File: src/dacdc_pkg.sv
// Constants for the two-channel converter control block
package dacdc_pkg;
    localparam int DATA_W = 12;
    localparam logic [11:0] ADDR_CTL = 12'h000;
    localparam logic [11:0] ADDR_SWT = 12'h004;
    localparam logic [11:0] ADDR_R12_0 = 12'h008;
    localparam logic [11:0] ADDR_L12_0 = 12'h00C;
    localparam logic [11:0] ADDR_R8_0 = 12'h010;
    localparam logic [11:0] ADDR_R12_1 = 12'h014;
    localparam logic [11:0] ADDR_L12_1 = 12'h018;
    localparam logic [11:0] ADDR_R8_1 = 12'h01C;
    localparam logic [11:0] ADDR_DR12 = 12'h020;
    localparam logic [11:0] ADDR_DL12 = 12'h024;
    localparam logic [11:0] ADDR_DR8 = 12'h028;
    localparam logic [11:0] ADDR_DO0 = 12'h02C;
    localparam logic [11:0] ADDR_DO1 = 12'h030;
    localparam logic [11:0] ADDR_DUAL = 12'h034;
    localparam int CH1_SHIFT = 16;
    localparam int F_ON = 0;
    localparam int F_BOFF = 1;
    localparam int F_TEN = 2;
    localparam int F_TSEL = 3;
    localparam int F_NKIND = 6;
    localparam int F_NWID = 8;
    localparam int F_DMA = 12;
    localparam logic [31:0] CTL_RESET = 32'h0000_0000;
    localparam logic [31:0] CTL_MASK = 32'h1FFF_1FFF;
    localparam logic [2:0] SEL_SOFT = 3'h7;
    localparam logic [2:0] SEL_LINE9 = 3'h6;
    localparam logic [11:0] LFSR_SEED = 12'hAAA;
    localparam logic [1:0] NOISE_NONE = 2'h0;
    localparam logic [1:0] NOISE_LFSR = 2'h1;
    localparam logic [3:0] NWID_MAX = 4'hB;
endpackage

File: src/dacdc_control.sv
// Digital control of a two-channel 12-bit converter, APB slave
// Overview of operation
// Channel active only while its on bit set
// Buffer on after reset until off bit
// 8/12-bit, left/right data into 12-bit hold
// 8-bit write zeroes low four hold bits
// Start by software or trigger rising edge
// Three-bit select picks timer, line9, software
// Soft trigger bit triggers when software selected
// Triggered: copy hold to output on event
// Untriggered: copy hold after each update
// Noise kind: none, LFSR, triangle
// Noise only with external trigger enabled
// Noise width is field plus one, max twelve
// LFSR mode adds noise at transfer
// LFSR noise masked to width low bits
// Triangle ramps zero to width limit
// DMA only with trigger and DMA enables
// DMA request on hardware triggers only
// Concurrent writes update both channels together
// Three dual registers load both holds
// Software sets identical triggers for concurrency
// Software sets at least one DMA enable
// Each channel keeps own noise settings
// Software puts pins in analog first
// Field positions of the three data forms
// Soft trigger bit self-clears after transfer
// Twelve-bit LFSR, x^12+x^6+x^4+x+1, per event
// Sum truncated to twelve bits
`timescale 1ns/1ps
module dacdc_control
    import dacdc_pkg::*;
(
    // Clock, reset, enable
    input wire logic sys_clk,
    input wire logic arst_n,
    input wire logic clkEn,
    // APB slave
    input wire logic psel,
    input wire logic penable,
    input wire logic pwrite,
    input wire logic [11:0] paddr,
    input wire logic [31:0] pwdata,
    input wire logic [3:0] pstrb,
    output logic [31:0] prdata,
    output logic pready,
    output logic pslverr,
    // Trigger pins, asynchronous
    input wire logic [5:0] timerTrigOut,
    input wire logic extIrqLine9,
    // Converter side
    output logic [1:0] channelOn,
    output logic [1:0] bufferOn,
    output logic [11:0] outputValue0,
    output logic [11:0] outputValue1,
    output logic [1:0] dmaReq
);
    import dacdc_pkg::*;

    logic [31:0] ctl_q;
    logic [1:0] swt_q;
    logic [11:0] hold_q [2];
    logic [11:0] out_q [2];
    logic [11:0] lfsr_q [2];
    logic [11:0] tri_q [2];
    logic [1:0] triDown_q;
    logic [1:0] pend_q;
    logic [6:0] syn1_q, syn2_q, syn3_q;
    logic [1:0] dma_q;

    // Width field to twelve-bit mask of field plus one bits
    function automatic logic [11:0] widthMask(input logic [3:0] w);
        logic [3:0] n;
        n = (w >= NWID_MAX) ? NWID_MAX : w;
        widthMask = ~12'(13'h1FFF << (5'(n) + 5'd1));
    endfunction

    function automatic logic [11:0] lfsrNext(input logic [11:0] s);
        lfsrNext = {s[10:0], s[11] ^ s[5] ^ s[3] ^ s[0]};
    endfunction

    wire apbWr = psel && penable && pwrite && clkEn;
    wire apbRd = psel && !penable && !pwrite;
    wire known = (paddr[1:0] == 2'b00) && (paddr <= ADDR_DUAL);
    wire [31:0] ctlWrite = pwdata & CTL_MASK;

    // Decoded writes per channel and dual
    wire [1:0] wrR12 = {apbWr && paddr == ADDR_R12_1, apbWr && paddr == ADDR_R12_0};
    wire [1:0] wrL12 = {apbWr && paddr == ADDR_L12_1, apbWr && paddr == ADDR_L12_0};
    wire [1:0] wrR8 = {apbWr && paddr == ADDR_R8_1, apbWr && paddr == ADDR_R8_0};
    wire wrDR12 = apbWr && paddr == ADDR_DR12;
    wire wrDL12 = apbWr && paddr == ADDR_DL12;
    wire wrDR8 = apbWr && paddr == ADDR_DR8;
    wire wrDual = wrDR12 || wrDL12 || wrDR8;

    // Trigger synchronisers: six timers then line 9
    always_ff @(posedge sys_clk or negedge arst_n)
    begin
        if (!arst_n)
        begin
            syn1_q <= 7'h00;
            syn2_q <= 7'h00;
            syn3_q <= 7'h00;
        end
        else if (clkEn)
        begin
            syn1_q <= {extIrqLine9, timerTrigOut};
            syn2_q <= syn1_q;
            syn3_q <= syn2_q;
        end
    end
    wire [6:0] hwRise = syn2_q & ~syn3_q;

    logic [1:0] chOn, ten, dmaOn, hwEv, swEv, trig, upd;
    logic [2:0] sel [2];
    logic [1:0] kind [2];
    logic [3:0] nwid [2];
    logic [11:0] newHold [2];
    logic [11:0] noise [2];
    logic [11:0] nextOut [2];
    logic [11:0] triMax [2];

    always_comb
    begin
        for (int c = 0; c < 2; c++)
        begin
            chOn[c] = ctl_q[c*CH1_SHIFT + F_ON];
            ten[c] = ctl_q[c*CH1_SHIFT + F_TEN];
            dmaOn[c] = ctl_q[c*CH1_SHIFT + F_DMA];
            sel[c] = ctl_q[c*CH1_SHIFT + F_TSEL +: 3];
            kind[c] = ctl_q[c*CH1_SHIFT + F_NKIND +: 2];
            nwid[c] = ctl_q[c*CH1_SHIFT + F_NWID +: 4];
            hwEv[c] = ten[c] && sel[c] != SEL_SOFT && hwRise[sel[c]];
            swEv[c] = ten[c] && sel[c] == SEL_SOFT && swt_q[c];
            trig[c] = chOn[c] && (hwEv[c] || swEv[c]);
            // Data forms collapse into one hold value
            newHold[c] = hold_q[c];
            if (wrR12[c])
                newHold[c] = pwdata[11:0];
            else if (wrL12[c])
                newHold[c] = pwdata[15:4];
            else if (wrR8[c])
                newHold[c] = {pwdata[7:0], 4'h0};
            else if (wrDR12)
                newHold[c] = pwdata[c*16 +: 12];
            else if (wrDL12)
                newHold[c] = pwdata[c*16 + 4 +: 12];
            else if (wrDR8)
                newHold[c] = {pwdata[c*8 +: 8], 4'h0};
            // Untriggered channel follows its hold on the next edge
            upd[c] = chOn[c] && (ten[c] ? trig[c] : (pend_q[c]));
            triMax[c] = widthMask(nwid[c]);
            noise[c] = 12'h000;
            if (ten[c] && kind[c] == NOISE_LFSR)
                noise[c] = lfsr_q[c] & widthMask(nwid[c]);
            else if (ten[c] && kind[c][1])
                noise[c] = tri_q[c];
            nextOut[c] = 12'(hold_q[c] + noise[c]);
        end
    end

    // Control and soft trigger registers
    always_ff @(posedge sys_clk or negedge arst_n)
    begin
        if (!arst_n)
        begin
            ctl_q <= CTL_RESET;
            swt_q <= 2'b00;
        end
        else if (clkEn)
        begin
            if (apbWr && paddr == ADDR_CTL)
                ctl_q <= ctlWrite;
            for (int c = 0; c < 2; c++)
            begin
                if (apbWr && paddr == ADDR_SWT && pwdata[c])
                    swt_q[c] <= 1'b1;
                else if (swEv[c] && chOn[c])
                    swt_q[c] <= 1'b0;
            end
        end
    end

    // Hold, output, noise state per channel
    always_ff @(posedge sys_clk or negedge arst_n)
    begin
        if (!arst_n)
        begin
            pend_q <= 2'b00;
            triDown_q <= 2'b00;
            dma_q <= 2'b00;
            for (int c = 0; c < 2; c++)
            begin
                hold_q[c] <= 12'h000;
                out_q[c] <= 12'h000;
                lfsr_q[c] <= LFSR_SEED;
                tri_q[c] <= 12'h000;
            end
        end
        else if (clkEn)
        begin
            for (int c = 0; c < 2; c++)
            begin
                hold_q[c] <= newHold[c];
                pend_q[c] <= wrR12[c] || wrL12[c] || wrR8[c] || wrDual;
                dma_q[c] <= hwEv[c] && dmaOn[c] && chOn[c];
                if (upd[c])
                    out_q[c] <= nextOut[c];
                if (trig[c])
                begin
                    lfsr_q[c] <= lfsrNext(lfsr_q[c]);
                    if (kind[c][1])
                    begin
                        if (!triDown_q[c] && tri_q[c] >= triMax[c])
                        begin
                            triDown_q[c] <= 1'b1;
                            tri_q[c] <= 12'(tri_q[c] - 12'h001);
                        end
                        else if (triDown_q[c] && tri_q[c] == 12'h000)
                        begin
                            triDown_q[c] <= 1'b0;
                            tri_q[c] <= 12'h001;
                        end
                        else if (triDown_q[c])
                            tri_q[c] <= 12'(tri_q[c] - 12'h001);
                        else
                            tri_q[c] <= 12'(tri_q[c] + 12'h001);
                    end
                end
            end
        end
    end

    // APB read data, registered in the setup cycle
    logic [31:0] rdMux;
    always_comb
    begin
        case (paddr)
            ADDR_CTL: rdMux = ctl_q;
            ADDR_SWT: rdMux = {30'h0, swt_q};
            ADDR_R12_0: rdMux = {20'h0, hold_q[0]};
            ADDR_R12_1: rdMux = {20'h0, hold_q[1]};
            ADDR_DO0: rdMux = {20'h0, out_q[0]};
            ADDR_DO1: rdMux = {20'h0, out_q[1]};
            ADDR_DUAL: rdMux = {4'h0, out_q[1], 4'h0, out_q[0]};
            default: rdMux = 32'h0000_0000;
        endcase
    end

    always_ff @(posedge sys_clk or negedge arst_n)
    begin
        if (!arst_n)
            prdata <= 32'h0000_0000;
        else if (clkEn && apbRd)
            prdata <= rdMux;
    end

    assign pready = 1'b1;
    assign pslverr = psel && penable && !known;
    assign channelOn = {ctl_q[CH1_SHIFT + F_ON], ctl_q[F_ON]};
    assign bufferOn = ~{ctl_q[CH1_SHIFT + F_BOFF], ctl_q[F_BOFF]};
    assign outputValue0 = out_q[0];
    assign outputValue1 = out_q[1];
    assign dmaReq = dma_q;

    property p_r8zero;
        @(posedge sys_clk) disable iff (!arst_n)
        (clkEn && wrR8[0]) |=> (hold_q[0][3:0] == 4'h0);
    endproperty
    a_r8zero: assert property (p_r8zero) else $error("low hold bits not zero");

    property p_untrig;
        @(posedge sys_clk) disable iff (!arst_n)
        (clkEn && wrR12[0] && chOn[0] && !ten[0]) ##1 (clkEn && !ten[0] && chOn[0])
        |=> (out_q[0] == $past(hold_q[0]));
    endproperty
    a_untrig: assert property (p_untrig) else $error("output did not follow hold");

    property p_trigOnly;
        @(posedge sys_clk) disable iff (!arst_n)
        (clkEn && ten[0] && !trig[0]) |=> $stable(out_q[0]);
    endproperty
    a_trigOnly: assert property (p_trigOnly) else $error("output moved without trigger");

    property p_dmaSoft;
        @(posedge sys_clk) disable iff (!arst_n)
        (sel[0] == SEL_SOFT && $stable(sel[0])) |-> !dmaReq[0];
    endproperty
    a_dmaSoft: assert property (p_dmaSoft) else $error("dma on soft trigger");

    property p_dmaEn;
        @(posedge sys_clk) disable iff (!arst_n)
        dmaReq[1] |-> $past(dmaOn[1] && ten[1]);
    endproperty
    a_dmaEn: assert property (p_dmaEn) else $error("dma without enables");

    property p_swClr;
        @(posedge sys_clk) disable iff (!arst_n)
        (clkEn && swEv[1] && chOn[1] && !(apbWr && paddr == ADDR_SWT)) |=> !swt_q[1];
    endproperty
    a_swClr: assert property (p_swClr) else $error("soft trigger not cleared");

    property p_noNoise;
        @(posedge sys_clk) disable iff (!arst_n)
        (clkEn && upd[0] && kind[0] == NOISE_NONE) |=> out_q[0] == $past(hold_q[0]);
    endproperty
    a_noNoise: assert property (p_noNoise) else $error("noise added in none mode");

    property p_lfsrMask;
        @(posedge sys_clk) disable iff (!arst_n)
        (nwid[0] == 4'h0 && kind[0] == NOISE_LFSR) |-> noise[0][11:1] == 11'h000;
    endproperty
    a_lfsrMask: assert property (p_lfsrMask) else $error("lfsr noise not masked");

    property p_dualHold;
        @(posedge sys_clk) disable iff (!arst_n)
        (clkEn && wrDR12) |=> (hold_q[0] == $past(pwdata[11:0]))
            && (hold_q[1] == $past(pwdata[27:16]));
    endproperty
    a_dualHold: assert property (p_dualHold) else $error("dual write missed");

    property p_buf;
        @(posedge sys_clk) disable iff (!arst_n)
        bufferOn[0] == !ctl_q[F_BOFF];
    endproperty
    a_buf: assert property (p_buf) else $error("buffer state wrong");

    property p_r12;
        @(posedge sys_clk) disable iff (!arst_n)
        wrR12[0] |=> (hold_q[0] == $past(pwdata[11:0]));
    endproperty
    a_r12: assert property (p_r12) else $error("right12 field misplaced");

    // Untriggered dual write must land on both outputs at one edge
    property p_dualOut;
        @(posedge sys_clk) disable iff (!arst_n)
        (wrDual && chOn == 2'b11 && ten == 2'b00) ##1 clkEn
        |=> (out_q[0] == $past(hold_q[0])) && (out_q[1] == $past(hold_q[1]));
    endproperty
    a_dualOut: assert property (p_dualOut) else $error("dual outputs not together");

    property p_freeze;
        @(posedge sys_clk) disable iff (!arst_n)
        !clkEn |=> $stable(ctl_q) && $stable(hold_q[0]) && $stable(out_q[0]);
    endproperty
    a_freeze: assert property (p_freeze) else $error("state moved while frozen");
endmodule

File: config.mk
export PLATFORM = sky130hd
export DESIGN_NAME = dacdc_control
export DESIGN_NICKNAME = d
export VERILOG_FILES = /design/src/dacdc_pkg.sv /design/src/dacdc_control.sv
export SDC_FILE = /design/constraint.sdc
export NUM_CORES = 1
export LEC_CHECK = 0
export BUFFER_PORTS_ARGS = -buffer_cell sky130_fd_sc_hd__buf_2
export CAP_MARGIN = 5
export CORE_MARGIN = 2
export CORE_UTILIZATION = 45
export DETAILED_ROUTE_END_ITERATION = 6
export GPL_TIMING_DRIVEN = 1
export PLACE_DENSITY_LB_ADDON = 0.25
export SLEW_MARGIN = 20
export SYNTH_ARGS = -nofsm -noshare
export SYNTH_HDL_FRONTEND = slang
export SYNTH_SLANG_ARGS = --single-unit
File: constraint.sdc
create_clock -name sys_clk -period 6.4 [get_ports sys_clk]
set_input_delay 0.32 -clock sys_clk [delete_from_list [all_inputs] [get_ports sys_clk]]
set_output_delay 0.32 -clock sys_clk [all_outputs]
set_load 0.01 [all_outputs]
==> flow_summary_export.csv <==
group,metric,value,unit
grt,grt_max_degree,64,
finish,layout-drive-gt1-share,22.49,%
grt,grt_pass1_vias,9278,
worst_setup_path,slowest_delay,0.48,ns
routing,drt-vias-per-instance,6.055,
timing,final-setup-viol-count,0,
clocking,cts.htree.levels,4,
routing,wl,34380,µm
placed_design,hpwl,25660,µm
synth,synth.largest_area_cell,"dfrtp_1",
timing,worstMarginPinSlew,1.190,ns
routing,dr.pass1.iters,6,
worst_setup_path,cp_slowest_cell,"dfrtp_1",
clocking,ctsResizeCount,0,
floorplanning,ioPinCount,125,
timing,period_needed,4.423,ns
synth,ys_types,84,
grt,grt_overflow_total,0,
synth,yosysTopAreaCellShare,35.90,%
power,ir_drop,0.1267,mV
clocking,cts_num_sinks,177,
power,power.total,2.380,mW
timing,relSlewSlack,20.38,%
worst_setup_path,cp-start-kind,"flop",
timing,finalHoldViolCount,0,
worst_setup_path,crit_required,6.69,ns
finish,num-nets-final,1409,
worst_setup_path,cp_max_fo,8,
worst_setup_path,crit_family,"compound AO/OA/AOI/OAI gates",
flow_run,drv_cap,0,
finish,final_util,51.15,%
timing,fin_crit_sh,69.11,%
finish,mostFrequentLayoutCell,"dfrtp_1",
placed_design,port_buffers,113,
worst_setup_path,endpoint_kind,"flop",
grt,antenna_found_initial,4,
timing,slew_viol_final,0,
grt,grtUsageTotal,26.08,%
timing,setup_tns,0,ns
synth,synthFlopType,"dfrtp_1",
routing,route.antenna.remaining_nets,0,
synth,seq_area_frac_synth,38.65,%
power,power_density,185.3,nW/µm²
power,power.leakage,5.936,nW
clocking,path_clk_slew,0.07,ns
worst_setup_path,crit_buf_inv,1,
clocking,clk_latency,0.45,ns
synth,ys_warn_count,0,
run_status,status,"complete, no violations",
worst_setup_path,crit_arrival,4.71,ns
synth,synth_edf_count,0,
routing,wire_per_inst,21.04,µm
worst_hold_path,min_path_type,"primary input to flop",
clocking,cts_made_buffers,17,
placed_design,globalplace.congestion,0.9269,
synth,syn_area,11500,µm²
timing,max_freq,226.1,MHz
finish,nFillCells,2406,
routing,num_vias,9894,
synth,synthArstFlopShare,100.0,%
placed_design,pre_cts_slack,2.063,ns
timing,fin_skew,0.01137,ns
timing,hold_slack,0.1108,ns
clocking,cts_buffer_depth,2,
clocking,cts_tree,"yes",
floorplanning,die_w,163.9,µm
synth,ys_seq_elements,177,
floorplanning,fp-row-count,58,
floorplanning,core_area,25110,µm²
timing,rsz0062_at_grt,"no",
synth,syn_inst,1218,
timing,setup_ws,1.977,ns
grt,grt_pass1_wl,53800,µm
synth,synth.avg_cell_area,9.442,µm²
worst_setup_path,crit_path_cell_trace,"a21o_1 > ha_1 > xnor2_1 > or2_2 > inv_1 > nand2_1 > a32o_1 > ha_1 > fa_1 > a21o_1 > a211o_1 > a2111o_1 > a31o_2 > a21oi_1 > xor2_1 > o21ai_0",
finish,layout_common_cells,"dfrtp_1, nand2_1, buf_2",
clocking,cts_post_setup_buffers_inserted,0,
finish,area_growth,11.67,%
routing,drtIter0Drc,942,
finish,regArea,4444,µm²
routing,drc,0,
floorplanning,die_y,163.9,µm
floorplanning,dieArea,26850,µm²
floorplanning,initial_core_util,45.80,%
clocking,root_buffer,"clkbuf_16",
worst_setup_path,critPathKind,"flop to flop",
finish,multi_input_area,6578,µm²
synth,synth_top_cells_by_area,"dfrtp_1, mux2_2, ha_1",
[worst reg2reg max path: cells and delay by family (launching register included)]
| kind | cells | cell delay [ns] |
|---|---|---|
| buf+inv | 1 | 0.08 |
| flops | 1 | 0.48 |
| fa+ha+maj | 3 | 0.85 |
| compound gates | 8 | 2.02 |
| simple gates | 2 | 0.45 |
| xor+xnor | 2 | 0.38 |
[power by group]
part	internal [mW]	switching, mW	total (mW)	leakage (nW)
logic	0.0552	0.0843	0.139	3.31
clock network	0.586	0.502	1.09	0.284
registers	1.14	0.0133	1.15	2.34
[sequential cells by signal, summed over array words and instances, names as in the netlist]
register,count
dmaReq,2
syn3_q,7
syn1_q,7
pend_q,2
outputValue1,12
tri_q,24
lfsr_q,24
outputValue0,12
prdata,26
ctl_q,26
triDown_q,2
syn2_q,7
hold_q,24
swt_q,2
[Yosys cell counts (all sizes together) (26+ instances only)]
master,count
buf,27
inv,43
a21oi,69
clkbuf,48
nand2,134
nor3,29
mux2,100
o21ai,111
dfrtp,165
ha,56
a22oi,26
mux2i,33
nor2,69
[kinds of logic after synthesis]
family,after synthesis,synth area share [%]
AO/OA/AOI/OAI,345,19.62
XOR/XNOR,30,2.285
adder cells (fa/ha/maj),58,6.441
buffers and inverters,118,4.450
flip-flops,177,38.65
multiplexers,136,13.38
other,2,0.06531
AND/OR/NAND/NOR,352,15.11
[layout make-up]
class / count / share of cell area (%)
Multi-Input combinational cell: 928 / 51.22
Sequential cell: 177 / 34.61
Timing Repair Buffer: 123 / 5.057
Clock buffer: 17 / 3.313
Tap cell: 330 / 3.215
Clock inverter: 15 / 1.315
Inverter: 43 / 1.257
Antenna cell: 1 / 0.01949
[repair_timing]
item / in CTS / in global routing
setup endpoints to repair: 0 / 0
endpoints found under the hold margin: 59 / 0
hold buffers: 1 / 0
[final timing paths]
| path | from | depth (start not counted) | slack (ns) | endpoint |
|---|---|---|---|---|
| worst min register to register | prdata[25] | 2 | 0.48 | prdata[25] |
| worst max register to register | ctl_q[27] | 16 | 1.98 | outputValue1[10] |
| worst min-delay path | timerTrigOut[4] | 2 | 0.11 | syn1_q[4] |
| max in group asynchronous | arst_n | 3 | 4.70 | outputValue1[2] |
| worst max-delay path | ctl_q[27] | 16 | 1.98 | outputValue1[10] |
| min in group asynchronous | arst_n | 2 | 0.44 | prdata[12] |
[layer usage]
| metal | share of wire, % | global-route usage, % | up-vias |
|---|---|---|---|
| li1 | - | - | 4634 |
| met1 | 43 | 35.35 | 4825 |
| met2 | 49 | 44.23 | 380 |
| met3 | 6.6 | 3.788 | 49 |
| met4 | 1.5 | 5.901 | 6 |
| met5 | 0.099 | 0 | - |
[through the flow]
step           cells  area (µm²)
6_report        1634       12840
5_1_grt         1633       12840
4_1_cts         1633       12820
3_5_place_dp    1600       12220
3_3_place_gp    1600       12220
2_1_floorplan   1223       11520
Note: power is estimated with default switching activity, not from simulation.
